File: src/hw/ovfa_pkg.sv
// Constants, field layouts and state types for the output overvoltage fault action block.
// Assumes a single 125 MHz clock and a host that writes the action byte through a byte strobe.
// Functional notes
// (RULE_01) Response 00: only clamp, high side off and low side on while overvoltage.
// (RULE_02) Response 01: keep running for the delay, then act per retry field.
// (RULE_03) Response 10: disable output at once, then follow the retry field.
// (RULE_04) A write placing 11 in the response field raises a comms fault.
// (RULE_05) Every response sets the fault flag and raises alert unless masked.
// (RULE_06) Flag clears only on clear-faults, output off-then-on, or power cycling.
// (RULE_07) No-restart code keeps output off until cleared, commanded off, or power lost.
// (RULE_08) Retry 111 restarts without limit until commanded off or power lost.
// (RULE_09) Restart attempts are spaced by the separate restart interval setting.
// (RULE_10) Bits 2:0 are a delay count in 10 us units, 000 to 111.
// (RULE_11) Delay count applies only in the continue-then-act response mode.
// (RULE_12) No-restart retry code is 000; other unlisted retry codes are unsupported.
// (RULE_13) Unrecognised byte writes are ignored, keep old value, raise comms fault.
// (RULE_14) Each retry waits for interval and output decay unless decay check disabled.
package ovfa_pkg;
    localparam int          CLK_MHZ      = 125;
    localparam int          TICK_US      = 10;
    localparam int          TICK_CYC     = TICK_US * CLK_MHZ;
    localparam int          PRE_W        = 11;
    localparam int          CNT_W        = 24;
    localparam logic [7:0]  ACTION_RST   = 8'hB8;
    localparam int          RESP_MSB     = 7;
    localparam int          RESP_LSB     = 6;
    localparam int          RETRY_MSB    = 5;
    localparam int          RETRY_LSB    = 3;
    localparam int          DELAY_MSB    = 2;
    localparam int          DELAY_LSB    = 0;
    localparam logic [1:0]  RESP_CLAMP   = 2'h0;
    localparam logic [1:0]  RESP_DEGL    = 2'h1;
    localparam logic [1:0]  RESP_SHUT    = 2'h2;
    localparam logic [2:0]  RETRY_NONE   = 3'h0;
    localparam logic [2:0]  RETRY_FOREVER = 3'h7;

    typedef enum logic [3:0] {
        ST_RUN   = 4'h1,
        ST_DEGL  = 4'h2,
        ST_SHUT  = 4'h4,
        ST_IDLE  = 4'h8
    } ovfa_state_t;

    typedef struct packed {
        logic               armed;
        logic [PRE_W-1:0]   pre;
        logic [CNT_W-1:0]   cnt;
    } ovfa_tmr_t;

    typedef struct packed {
        ovfa_state_t        state;
        logic [7:0]         action;
        logic               fault;
        logic               runPrev;
        logic               gateEn;
        logic               clamp;
        logic               alertDrv;
        logic               comms_memory_logic_fault;
    } ovfa_core_t;

    typedef struct packed {
        logic               highSideEn;
        logic               lowSideClamp;
        logic               outputActive;
    } ovfa_gate_t;
endpackage

File: src/hw/ovfa_tick_timer.sv
// Down-counter in 10 us ticks used for the deglitch delay and the restart interval.
// Assumes start is a one-cycle pulse; a new start restarts the count.
`timescale 1ns/1ps
module ovfa_tick_timer (
    input  wire logic                   mclk,
    input  wire logic                   arst_n,
    input  wire logic                   start,
    input  wire logic [ovfa_pkg::CNT_W-1:0] load,
    output logic                        expired
);
    import ovfa_pkg::*;

    ovfa_tmr_t s_ff;
    ovfa_tmr_t nxt_s;

    always_comb begin
        nxt_s = s_ff;
        if (start) begin
            nxt_s.armed = 1'b1;
            nxt_s.pre   = '0;
            nxt_s.cnt   = load;
        end else if (s_ff.armed && s_ff.cnt != '0) begin
            if (s_ff.pre == PRE_W'(TICK_CYC - 1)) begin // RULE_10
                nxt_s.pre = '0;
                nxt_s.cnt = s_ff.cnt - CNT_W'(1);
            end else begin
                nxt_s.pre = s_ff.pre + PRE_W'(1);
            end
        end
    end

    always_ff @(posedge mclk or negedge arst_n) begin
        if (!arst_n) begin
            s_ff <= '0;
        end else begin
            s_ff <= nxt_s;
        end
    end

    // A zero load expires on the cycle after start, so delay 000 acts at once
    assign expired = s_ff.armed && (s_ff.cnt == '0);
endmodule // ovfa_tick_timer

File: src/hw/ovfa_core.sv
// Output overvoltage fault action: holds the action byte and sequences clamp, shutdown and retry.
// Assumes inputs synchronous to mclk; arst_n stands for bias power removal.
`timescale 1ns/1ps
module ovfa_core (
    input  wire logic                       mclk,
    input  wire logic                       arst_n,
    input  wire logic                       actionWrStb,
    input  wire logic [7:0]                 actionWrData,
    output logic      [7:0]                 actionRdData,
    output logic                            commsMemoryLogicFault,
    input  wire logic                       clearFaults,
    input  wire logic                       outputOnCmd,
    input  wire logic                       ovDetect,
    input  wire logic [ovfa_pkg::CNT_W-1:0] restartIntervalSetting,
    input  wire logic                       outputDecayed,
    input  wire logic                       decayCheckEn,
    input  wire logic                       alertMask,
    output logic                            statusOvFault,
    output ovfa_pkg::ovfa_gate_t            gateCtl,
    input  wire logic                       smbAlertIn,
    output logic                            smbAlertOut,
    output logic                            smbAlertOe
);
    import ovfa_pkg::*;

    ovfa_core_t         s_ff;
    ovfa_core_t         nxt_s;
    logic               tmrStart;
    logic [CNT_W-1:0]   tmrLoad;
    logic               tmrExpired;
    logic [1:0]         resp;
    logic [2:0]         retry;
    logic               runRise;
    logic               clearEv;
    logic               canRestart;

    // Only 0x00, 0x80, 0xB8, 0x40-0x47 and 0x78-0x7F are recognised
    function automatic logic isValidAction(input logic [7:0] v);
        logic [1:0] r;
        logic [2:0] t;
        r = v[RESP_MSB:RESP_LSB];
        t = v[RETRY_MSB:RETRY_LSB];
        if (r == 2'h3) begin
            isValidAction = 1'b0; // RULE_04
        end else if (t != RETRY_NONE && t != RETRY_FOREVER) begin
            isValidAction = 1'b0; // RULE_12
        end else if (r == RESP_DEGL) begin
            isValidAction = 1'b1;
        end else if (v[DELAY_MSB:DELAY_LSB] != 3'h0) begin
            isValidAction = 1'b0;
        end else if (r == RESP_CLAMP) begin
            isValidAction = (t == RETRY_NONE);
        end else begin
            isValidAction = 1'b1;
        end
    endfunction

    ovfa_tick_timer u_timer (
        .mclk    (mclk),
        .arst_n  (arst_n),
        .start   (tmrStart),
        .load    (tmrLoad),
        .expired (tmrExpired)
    );

    assign resp       = s_ff.action[RESP_MSB:RESP_LSB];
    assign retry      = s_ff.action[RETRY_MSB:RETRY_LSB];
    assign runRise    = outputOnCmd && !s_ff.runPrev;
    assign clearEv    = clearFaults || runRise;
    // Decay check can be bypassed when the output bleeds down too slowly
    assign canRestart = tmrExpired && (outputDecayed || !decayCheckEn); // RULE_14

    always_comb begin
        nxt_s         = s_ff;
        tmrStart      = 1'b0;
        tmrLoad       = '0;
        nxt_s.comms_memory_logic_fault     = 1'b0;
        nxt_s.runPrev = outputOnCmd;

        if (actionWrStb) begin
            if (isValidAction(actionWrData)) begin
                nxt_s.action = actionWrData;
            end else begin
                nxt_s.comms_memory_logic_fault = 1'b1; // RULE_13
            end
        end

        // Set wins over clear so a fault in the clearing cycle is kept
        nxt_s.fault = ovDetect || (s_ff.fault && !clearEv); // RULE_05 RULE_06

        case (s_ff.state)
            ST_IDLE: begin
                if (outputOnCmd) begin
                    nxt_s.state = ST_RUN;
                end
            end
            ST_RUN: begin
                if (!outputOnCmd) begin
                    nxt_s.state = ST_IDLE;
                end else if (ovDetect && resp == RESP_DEGL) begin
                    tmrStart    = 1'b1;
                    tmrLoad     = CNT_W'(s_ff.action[DELAY_MSB:DELAY_LSB]); // RULE_10 RULE_11
                    nxt_s.state = ST_DEGL; // RULE_02
                end else if (ovDetect && resp == RESP_SHUT) begin
                    tmrStart    = 1'b1;
                    tmrLoad     = restartIntervalSetting; // RULE_09
                    nxt_s.state = ST_SHUT; // RULE_03
                end
            end
            ST_DEGL: begin
                if (!outputOnCmd) begin
                    nxt_s.state = ST_IDLE;
                end else if (!ovDetect) begin
                    nxt_s.state = ST_RUN;
                end else if (tmrExpired) begin
                    tmrStart    = 1'b1;
                    tmrLoad     = restartIntervalSetting; // RULE_09
                    nxt_s.state = ST_SHUT; // RULE_02
                end
            end
            ST_SHUT: begin
                if (!outputOnCmd) begin
                    nxt_s.state = ST_IDLE; // RULE_07 RULE_08
                end else if (retry == RETRY_NONE) begin
                    if (clearFaults) begin
                        nxt_s.state = ST_RUN; // RULE_07
                    end
                end else if (canRestart) begin
                    nxt_s.state = ST_RUN; // RULE_08
                end
            end
            default: begin
                nxt_s.state = ST_IDLE;
            end
        endcase

        nxt_s.gateEn   = (nxt_s.state == ST_RUN) || (nxt_s.state == ST_DEGL);
        // Clamp only in response 00; other modes leave the low side to the regulator
        nxt_s.clamp    = outputOnCmd && ovDetect && (resp == RESP_CLAMP); // RULE_01
        nxt_s.alertDrv = nxt_s.fault && !alertMask; // RULE_05
    end

    always_ff @(posedge mclk or negedge arst_n) begin
        if (!arst_n) begin
            s_ff          <= '0;
            s_ff.state    <= ST_IDLE;
            s_ff.action   <= ACTION_RST;
        end else begin
            s_ff <= nxt_s;
        end
    end

    assign actionRdData          = s_ff.action;
    assign commsMemoryLogicFault = s_ff.comms_memory_logic_fault;
    assign statusOvFault         = s_ff.fault;
    assign gateCtl.highSideEn    = s_ff.gateEn && !s_ff.clamp; // RULE_01
    assign gateCtl.lowSideClamp  = s_ff.clamp;
    assign gateCtl.outputActive  = s_ff.gateEn;
    // Open-drain alert: only ever pulls low; the pin level is not needed here
    assign smbAlertOut           = 1'b0;
    assign smbAlertOe            = s_ff.alertDrv;
endmodule // ovfa_core

File: config.mk
export PLATFORM = sky130hd
export DESIGN_NAME = ovfa_core
export DESIGN_NICKNAME = d
export VERILOG_FILES = /design/src/hw/ovfa_pkg.sv /design/src/hw/ovfa_tick_timer.sv /design/src/hw/ovfa_core.sv
export SDC_FILE = /design/constraint.sdc
export NUM_CORES = 1
export LEC_CHECK = 0
export ABC_CLOCK_PERIOD_IN_PS = 3340
export BUFFER_PORTS_ARGS = -buffer_cell sky130_fd_sc_hd__buf_2
export CORE_MARGIN = 1
export CORE_UTILIZATION = 45
export CTS_BUF_LIST = sky130_fd_sc_hd__clkbuf_4
export CTS_CLUSTER_DIAMETER = 60
export CTS_CLUSTER_SIZE = 40
export DETAILED_ROUTE_END_ITERATION = 16
export MAX_ROUTING_LAYER = met4
export PLACE_DENSITY = 0.77
export RECOVER_POWER = 100
export SETUP_SLACK_MARGIN = 0.02
export SKIP_LAST_GASP = 1
export SLEW_MARGIN = 20
export SYNTH_ARGS = -nofsm -noshare
export SYNTH_HDL_FRONTEND = slang
export SYNTH_SLANG_ARGS = --single-unit
File: constraint.sdc
create_clock -name mclk -period 3.34 [get_ports mclk]
set_input_delay 0.167 -clock mclk [delete_from_list [all_inputs] [get_ports mclk]]
set_output_delay 0.167 -clock mclk [all_outputs]
set_load 0.01 [all_outputs]
== Word-level counts from Yosys, hierarchy flattened ==
Index checks and enable logic that the tools add are counted.

* Flip-flop bits (word level): 54
* Latch bits: 0
* Bits in writable memories: 0
* Memory bits (read-only): 0
* Input port bits: 42
* Output and inout bits: 15
* Memories kept: 0

* Add/sub/neg operators: 2
* Multiply operators: 0
* Divide/modulo/power cells: 0
* Order comparisons: 0
* Equal/unequal tests: 12
* Shifts and indexed selects: 0
* Muxes and demuxes: 38
* Bitwise logic cells: 0
* Reductions and logical operators: 33

{| class="wikitable"
|+ Operators with widths
! kind !! number
|-
| $mux 24 || 7
|-
| $mux 35 || 2
|-
| $pmux 24 s2 || 1
|-
| $mux 4 || 11
|-
| $logic_not 24->1 || 1
|-
| $reduce_bool 24->1 || 1
|-
| $sub 24x1->24 const B || 1
|-
| $pmux 4 s4 || 1
|-
| $mux 1 || 14
|-
| $logic_and 1x1->1 || 12
|-
| $add 11x1->11 const B || 1
|-
| $eq 11x11->1 const B || 1
|-
| $mux 11 || 1
|-
| $eq 4x1->1 const B || 2
|-
| $eq 4x2->1 const B || 2
|-
| $logic_not 3->1 || 2
|-
| $reduce_bool 3->1 || 2
|-
| $logic_not 1->1 || 5
|-
| $eq 2x1->1 const B || 2
|-
| $eq 2x2->1 const B || 2
|-
| $eq 4x3->1 const B || 1
|-
| $eq 4x4->1 const B || 1
|-
| $logic_not 2->1 || 2
|-
| $logic_or 1x1->1 || 4
|-
| other kinds (4) || 6
|}

== Depth between registers and ports, before layout ==
* Depth in word-level cells: 9
* Mapped depth: 9

== Modules after synthesis ==
From an unflattened synthesis, not the netlist that was laid out.

* Cells, all modules: 349
* Area, all modules: 3378.2 um2

{| class="wikitable"
|+ Modules (own cells, without submodules)
! module !! times used !! cells each !! area each (um2) !! seq. area each (um2)
|-
| ovfa_tick_timer || 1 || 229 || 2150.8 || 900.9
|-
| ovfa_core || 1 || 120 || 1227.4 || 456.7
|}

== Worst setup path after synthesis ==
Ideal clock, no wire load.

* Path type: register -> register
* Start: register u_timer.s_ff[0] (netlist bit)
* End: register u_timer.s_ff[8] (netlist bit)
* Library setup time: 0.134 ns
* Arrival: 2.122 ns
* Required time: 3.206 ns
* Setup slack: 1.084 ns
* Stages on the path, launching flop included: 10
* Buffers on the path: 2
* Clock period less this slack: 2.256 ns
* Cell sequence: dfrtp_1 inv_1 ha_1 nor4b_1 nand4b_4 buf_6 o31a_1 buf_2 a211oi_1 a311oi_1

* Longest elaborated chain between the ends: 8

{| class="wikitable"
|+ RTL lines
! element !! RTL line !! source
|-
| start, declared || ovfa_tick_timer.sv:13 || <nowiki>ovfa_tmr_t s_ff;</nowiki>
|-
| start signal, assigned || ovfa_tick_timer.sv:36 || <nowiki>s_ff <= nxt_s;</nowiki>
|-
| branches (longest 8 deep; another with $sub 24x1->24) || n/a ||
|}

Several ways; the timed one is not identified. The select of a mux whose other input is x is not followed.
A chain may end at the register's enable or synchronous reset.

== Final worst setup path ==
* Start: register u_timer.s_ff[7] (netlist bit)
* End: register u_timer.s_ff[2] (netlist bit)

* Longest elaborated chain between the ends: 8

{| class="wikitable"
|+ RTL lines
! element !! RTL line !! source
|-
| $logic_not 24->1 || ovfa_tick_timer.sv:41 || <nowiki>assign expired = s_ff.armed && (s_ff.cnt == '0);</nowiki>
|-
| $logic_and 1x1->1 || ovfa_tick_timer.sv:41 ||
|-
| $mux 1 || ovfa_core.sv:115 || <nowiki>end else if (tmrExpired) begin</nowiki>
|-
| $mux 1 || ovfa_core.sv:113 || <nowiki>end else if (!ovDetect) begin</nowiki>
|-
| $mux 1 || ovfa_core.sv:111 || <nowiki>if (!outputOnCmd) begin</nowiki>
|-
| $pmux 1 s2 || ovfa_core.sv:91 || <nowiki>case (s_ff.state)</nowiki>
|-
| $reduce_bool 2->1 (no source line) || n/a ||
|-
| $reduce_and 2->1 (no source line) || n/a ||
|}

Several ways; a longest one is shown, not always the timed one.

==> impl_metrics.yaml <==
run:
  maxCapViolations: 1
detailed_routing:
  vias: 3425
  top_layer_used: "met4"
  drt_iter0_markers: 230
  drc: 0
  wl_um: 9400
  met1_length_um: 4240
  vias_per_cell: 6.25
  met3_length_um: 464
  firstDrtPassIters: 5
  wl_met2_um: 4530
  detail-route-antenna-nets: 0
  avgRoutedWirePerCell_um: 17.2
clock_network:
  cts_root_buf: "clkbuf_4"
  insertion_delay_ps: 410
  clock-sinks: 54
  cts_made_buffers: 5
  h-tree-depth: 2
  cts.clk_slew.worst_paths_ps: 180
  cts_max_path_buffers: 2
  cts_tree: "built"
synthesis:
  synthArstFlopShare_pct: 100
  synth_ff_type: "dfrtp_1"
  synth_area_per_cell_um2: 9.22
  ys.warnings.count: 0
  syn-num-nets: 443
  seq_area_frac_synth_pct: 37.1
  ys_ff_latch: 54
  synth_edf_count: 0
  ys_types: 69
  syn_area_um2: 3660
  yosys.area.top_type: "dfrtp_1"
  synth_top_area_share_pct: 33.5
  syn_inst: 397
  synthTopCellsByArea: "dfrtp_1 (34%), a211oi_1 (8.2%), dfstp_2 (3.6%)"
placement:
  io_buffers: 54
  gp_congestion: 0.874
  dpl.hpwl_um: 6300
  dp_cells: 526
worst_setup_path:
  cp-start-kind: "register"
  slowest_delay_ps: 720
  critical_path_required_ps: 3640
  critPathKind: "register to register"
  worstPathArrival_ps: 3260
  slowest_stage: "o31a_1"
  ff2ff_path_depth: 6
  end_kind: "register"
  critical_path.max_fanout: 22
  path_cells: "nor4_1, nand4b_4, o31a_1, nor2_1, clkbuf_2, a22oi_1"
global_routing:
  antenna_found_initial: 0
  grt_max_degree: 43
  grt_usage_pct: 23.9
  grt_pass1_wl_um: 15800
  grt_pass1_vias: 3230
  gr-total-overflow: 0
floorplanning:
  die_h_um: 92.2
  die_w_um: 92.2
  boundaryPins: 57
  num_rows: 32
  initial_utilization_pct: 46.9
  dieArea_um2: 8490
  core_um2: 7810
cells_and_area:
  layout.nets: 491
  num-fill-cells: 735
  finalNonFillerCells: 548
  area.growth.synth_to_final_pct: 12.4
  diodes: 0
  drive_gt1_share_pct: 19.5
sta:
  period_share_pct: 88.4
  finalMaxSlewViolations: 43
  clock_skew_ps: 10.6
  relSlewSlack_pct: -54.5
  max_freq_mhz: 339
  worst_pin_slew_ps: 2320
  finalSetupTns_ps: 0
  finalCriticalPeriod_ps: 2950
  setup_viol: 0
  hold_viol_final: 0
  rsz0062_at_grt: "false"
status:
  status: "complete, but fails checks"
  violations: "max-capacitance violations, max-slew violations"
power:
  p_leak_uw: 0.00156
  powerDensity_nw_per_um2: 538
  fin_total_pwr_uw: 2210
  vdd_ir_drop_max_uv: 249
worst_hold_path:
  min_path_cells: 2
  worstHoldPathType: "primary input to register"
critical path, delay by kind of cell (launching register included):
| kind | cells | cell delay, ps |
|---|---|---|
| buf+inv | 1 | 300 |
| simple gates | 3 | 1210 |
| flops | 1 | 470 |
| compound gates | 2 | 860 |
repair_timing:
action | in CTS | in global routing
setup buffers | 0 | 0
endpoints found under the hold margin | 48 | 1
hold buffers | 13 | 1
resized for setup | 0 | 0
worst paths after layout:
check | slack [ps] | endpoint | startpoint
max | 390 | u_timer.s_ff[2] | u_timer.s_ff[7]
min | 6 | actionRdData[7] | actionWrData[7]
max reg2reg | 390 | u_timer.s_ff[2] | u_timer.s_ff[7]
min reg2reg | 570 | actionRdData[1] | actionRdData[1]
max in group asynchronous | 840 | u_timer.s_ff[1] | arst_n
min in group asynchronous | 960 | u_timer.s_ff[30] | arst_n
cell families (layout without fill, tap and decap cells):
kind of cell             count (synthesis)  count (layout)  share of synthesized area (%)
AO/OA/AOI/OAI                          117             117                           23.8
flip-flops                              54              54                           37.1
adder cells (fa/ha/maj)                  4               4                           1.37
other                                    1               1                          0.103
XOR/XNOR                                 6               6                           1.44
multiplexers                            11              11                           3.32
AND/OR/NAND/NOR                        153             153                           25.3
buffers and inverters                   51             100                           7.52
cells in the mapped netlist (6+ instances only):
| master | count |
|---|---|
| a221oi_1 | 6 |
| mux2_2 | 9 |
| nand3_1 | 12 |
| nand4_1 | 9 |
| buf_4 | 13 |
| dfrtp_1 | 49 |
| nor2_1 | 22 |
| o21ai_0 | 11 |
| nand2_1 | 29 |
| nor3_1 | 14 |
| a21oi_1 | 14 |
| inv_1 | 14 |
| a211oi_1 | 40 |
| a22oi_1 | 8 |
| nor4_1 | 15 |
| clkbuf_1 | 9 |
| buf_2 | 10 |
metrics by stage:
| step | cell area, um^2 | setup slack, ps | utilization, % | hold slack (ps) |
|---|---|---|---|---|
| 2_1_floorplan | 3660 | 1080 | - | -129 |
| 3_3_place_gp | 3920 | 595 | 50.2 | 319 |
| 3_5_place_dp | 3920 | 573 | 50.2 | 323 |
| 4_1_cts | 4140 | 560 | 53.0 | 3.24 |
| 5_1_grt | 4110 | 143 | 52.7 | 3.92 |
| 6_report | 4110 | 387 | 52.7 | 6.39 |
final cells by class:
type                    count  area (um^2)  share of cell area, %
clock buffers               5         37.5                  0.912
clock inverters             3         47.5                   1.16
inverters                  14         52.6                   1.28
multi-input cells         292         2030                   49.3
flip-flops and latches     54         1360                   33.0
well taps                 102          128                   3.10
repair buffers             78          462                   11.2
layout by cell type (no fill, tap or decap), drive strengths merged, types with 3 or more instances in the layout:
cell / n
dfrtp: 49
buf: 48
a211oi: 40
nand2: 30
nor2: 22
clkbuf: 21
nor4: 17
inv: 16
nor3: 15
a21oi: 14
dlygate4sd3: 14
o21ai: 13
nand3: 12
nand4: 10
mux2: 9
a22oi: 9
a221oi: 6
nor4b: 6
o211ai: 6
or4: 6
xor2: 5
o22ai: 5
or3: 5
dfstp: 5
and4b: 4
nor2b: 4
and3: 4
or4b: 4
a31oi: 4
ha: 4
nand4b: 4
o21a: 3
o32ai: 3
o31ai: 3
flip-flops by register name, indices dropped and copies added, names as in the netlist:
signal                 count
u_timer.s_ff              36
gateCtl                    2
statusOvFault              1
smbAlertOe                 1
actionRdData               8
commsMemoryLogicFault      1
s_ff                       5
per-layer routing:
layer,track usage (%),up-vias
met3,3.40,18
met1,31.7,1660
met4,7.55,0
met2,37.9,128
li1,-,1619
met5,-,-
report_power, final:
part           internal (uW)  switching [uW]
Combinational            331             426
Clock                    163             247
Sequential               839             207
Total                   1330             880
Note: power is estimated with default switching activity, not from simulation.
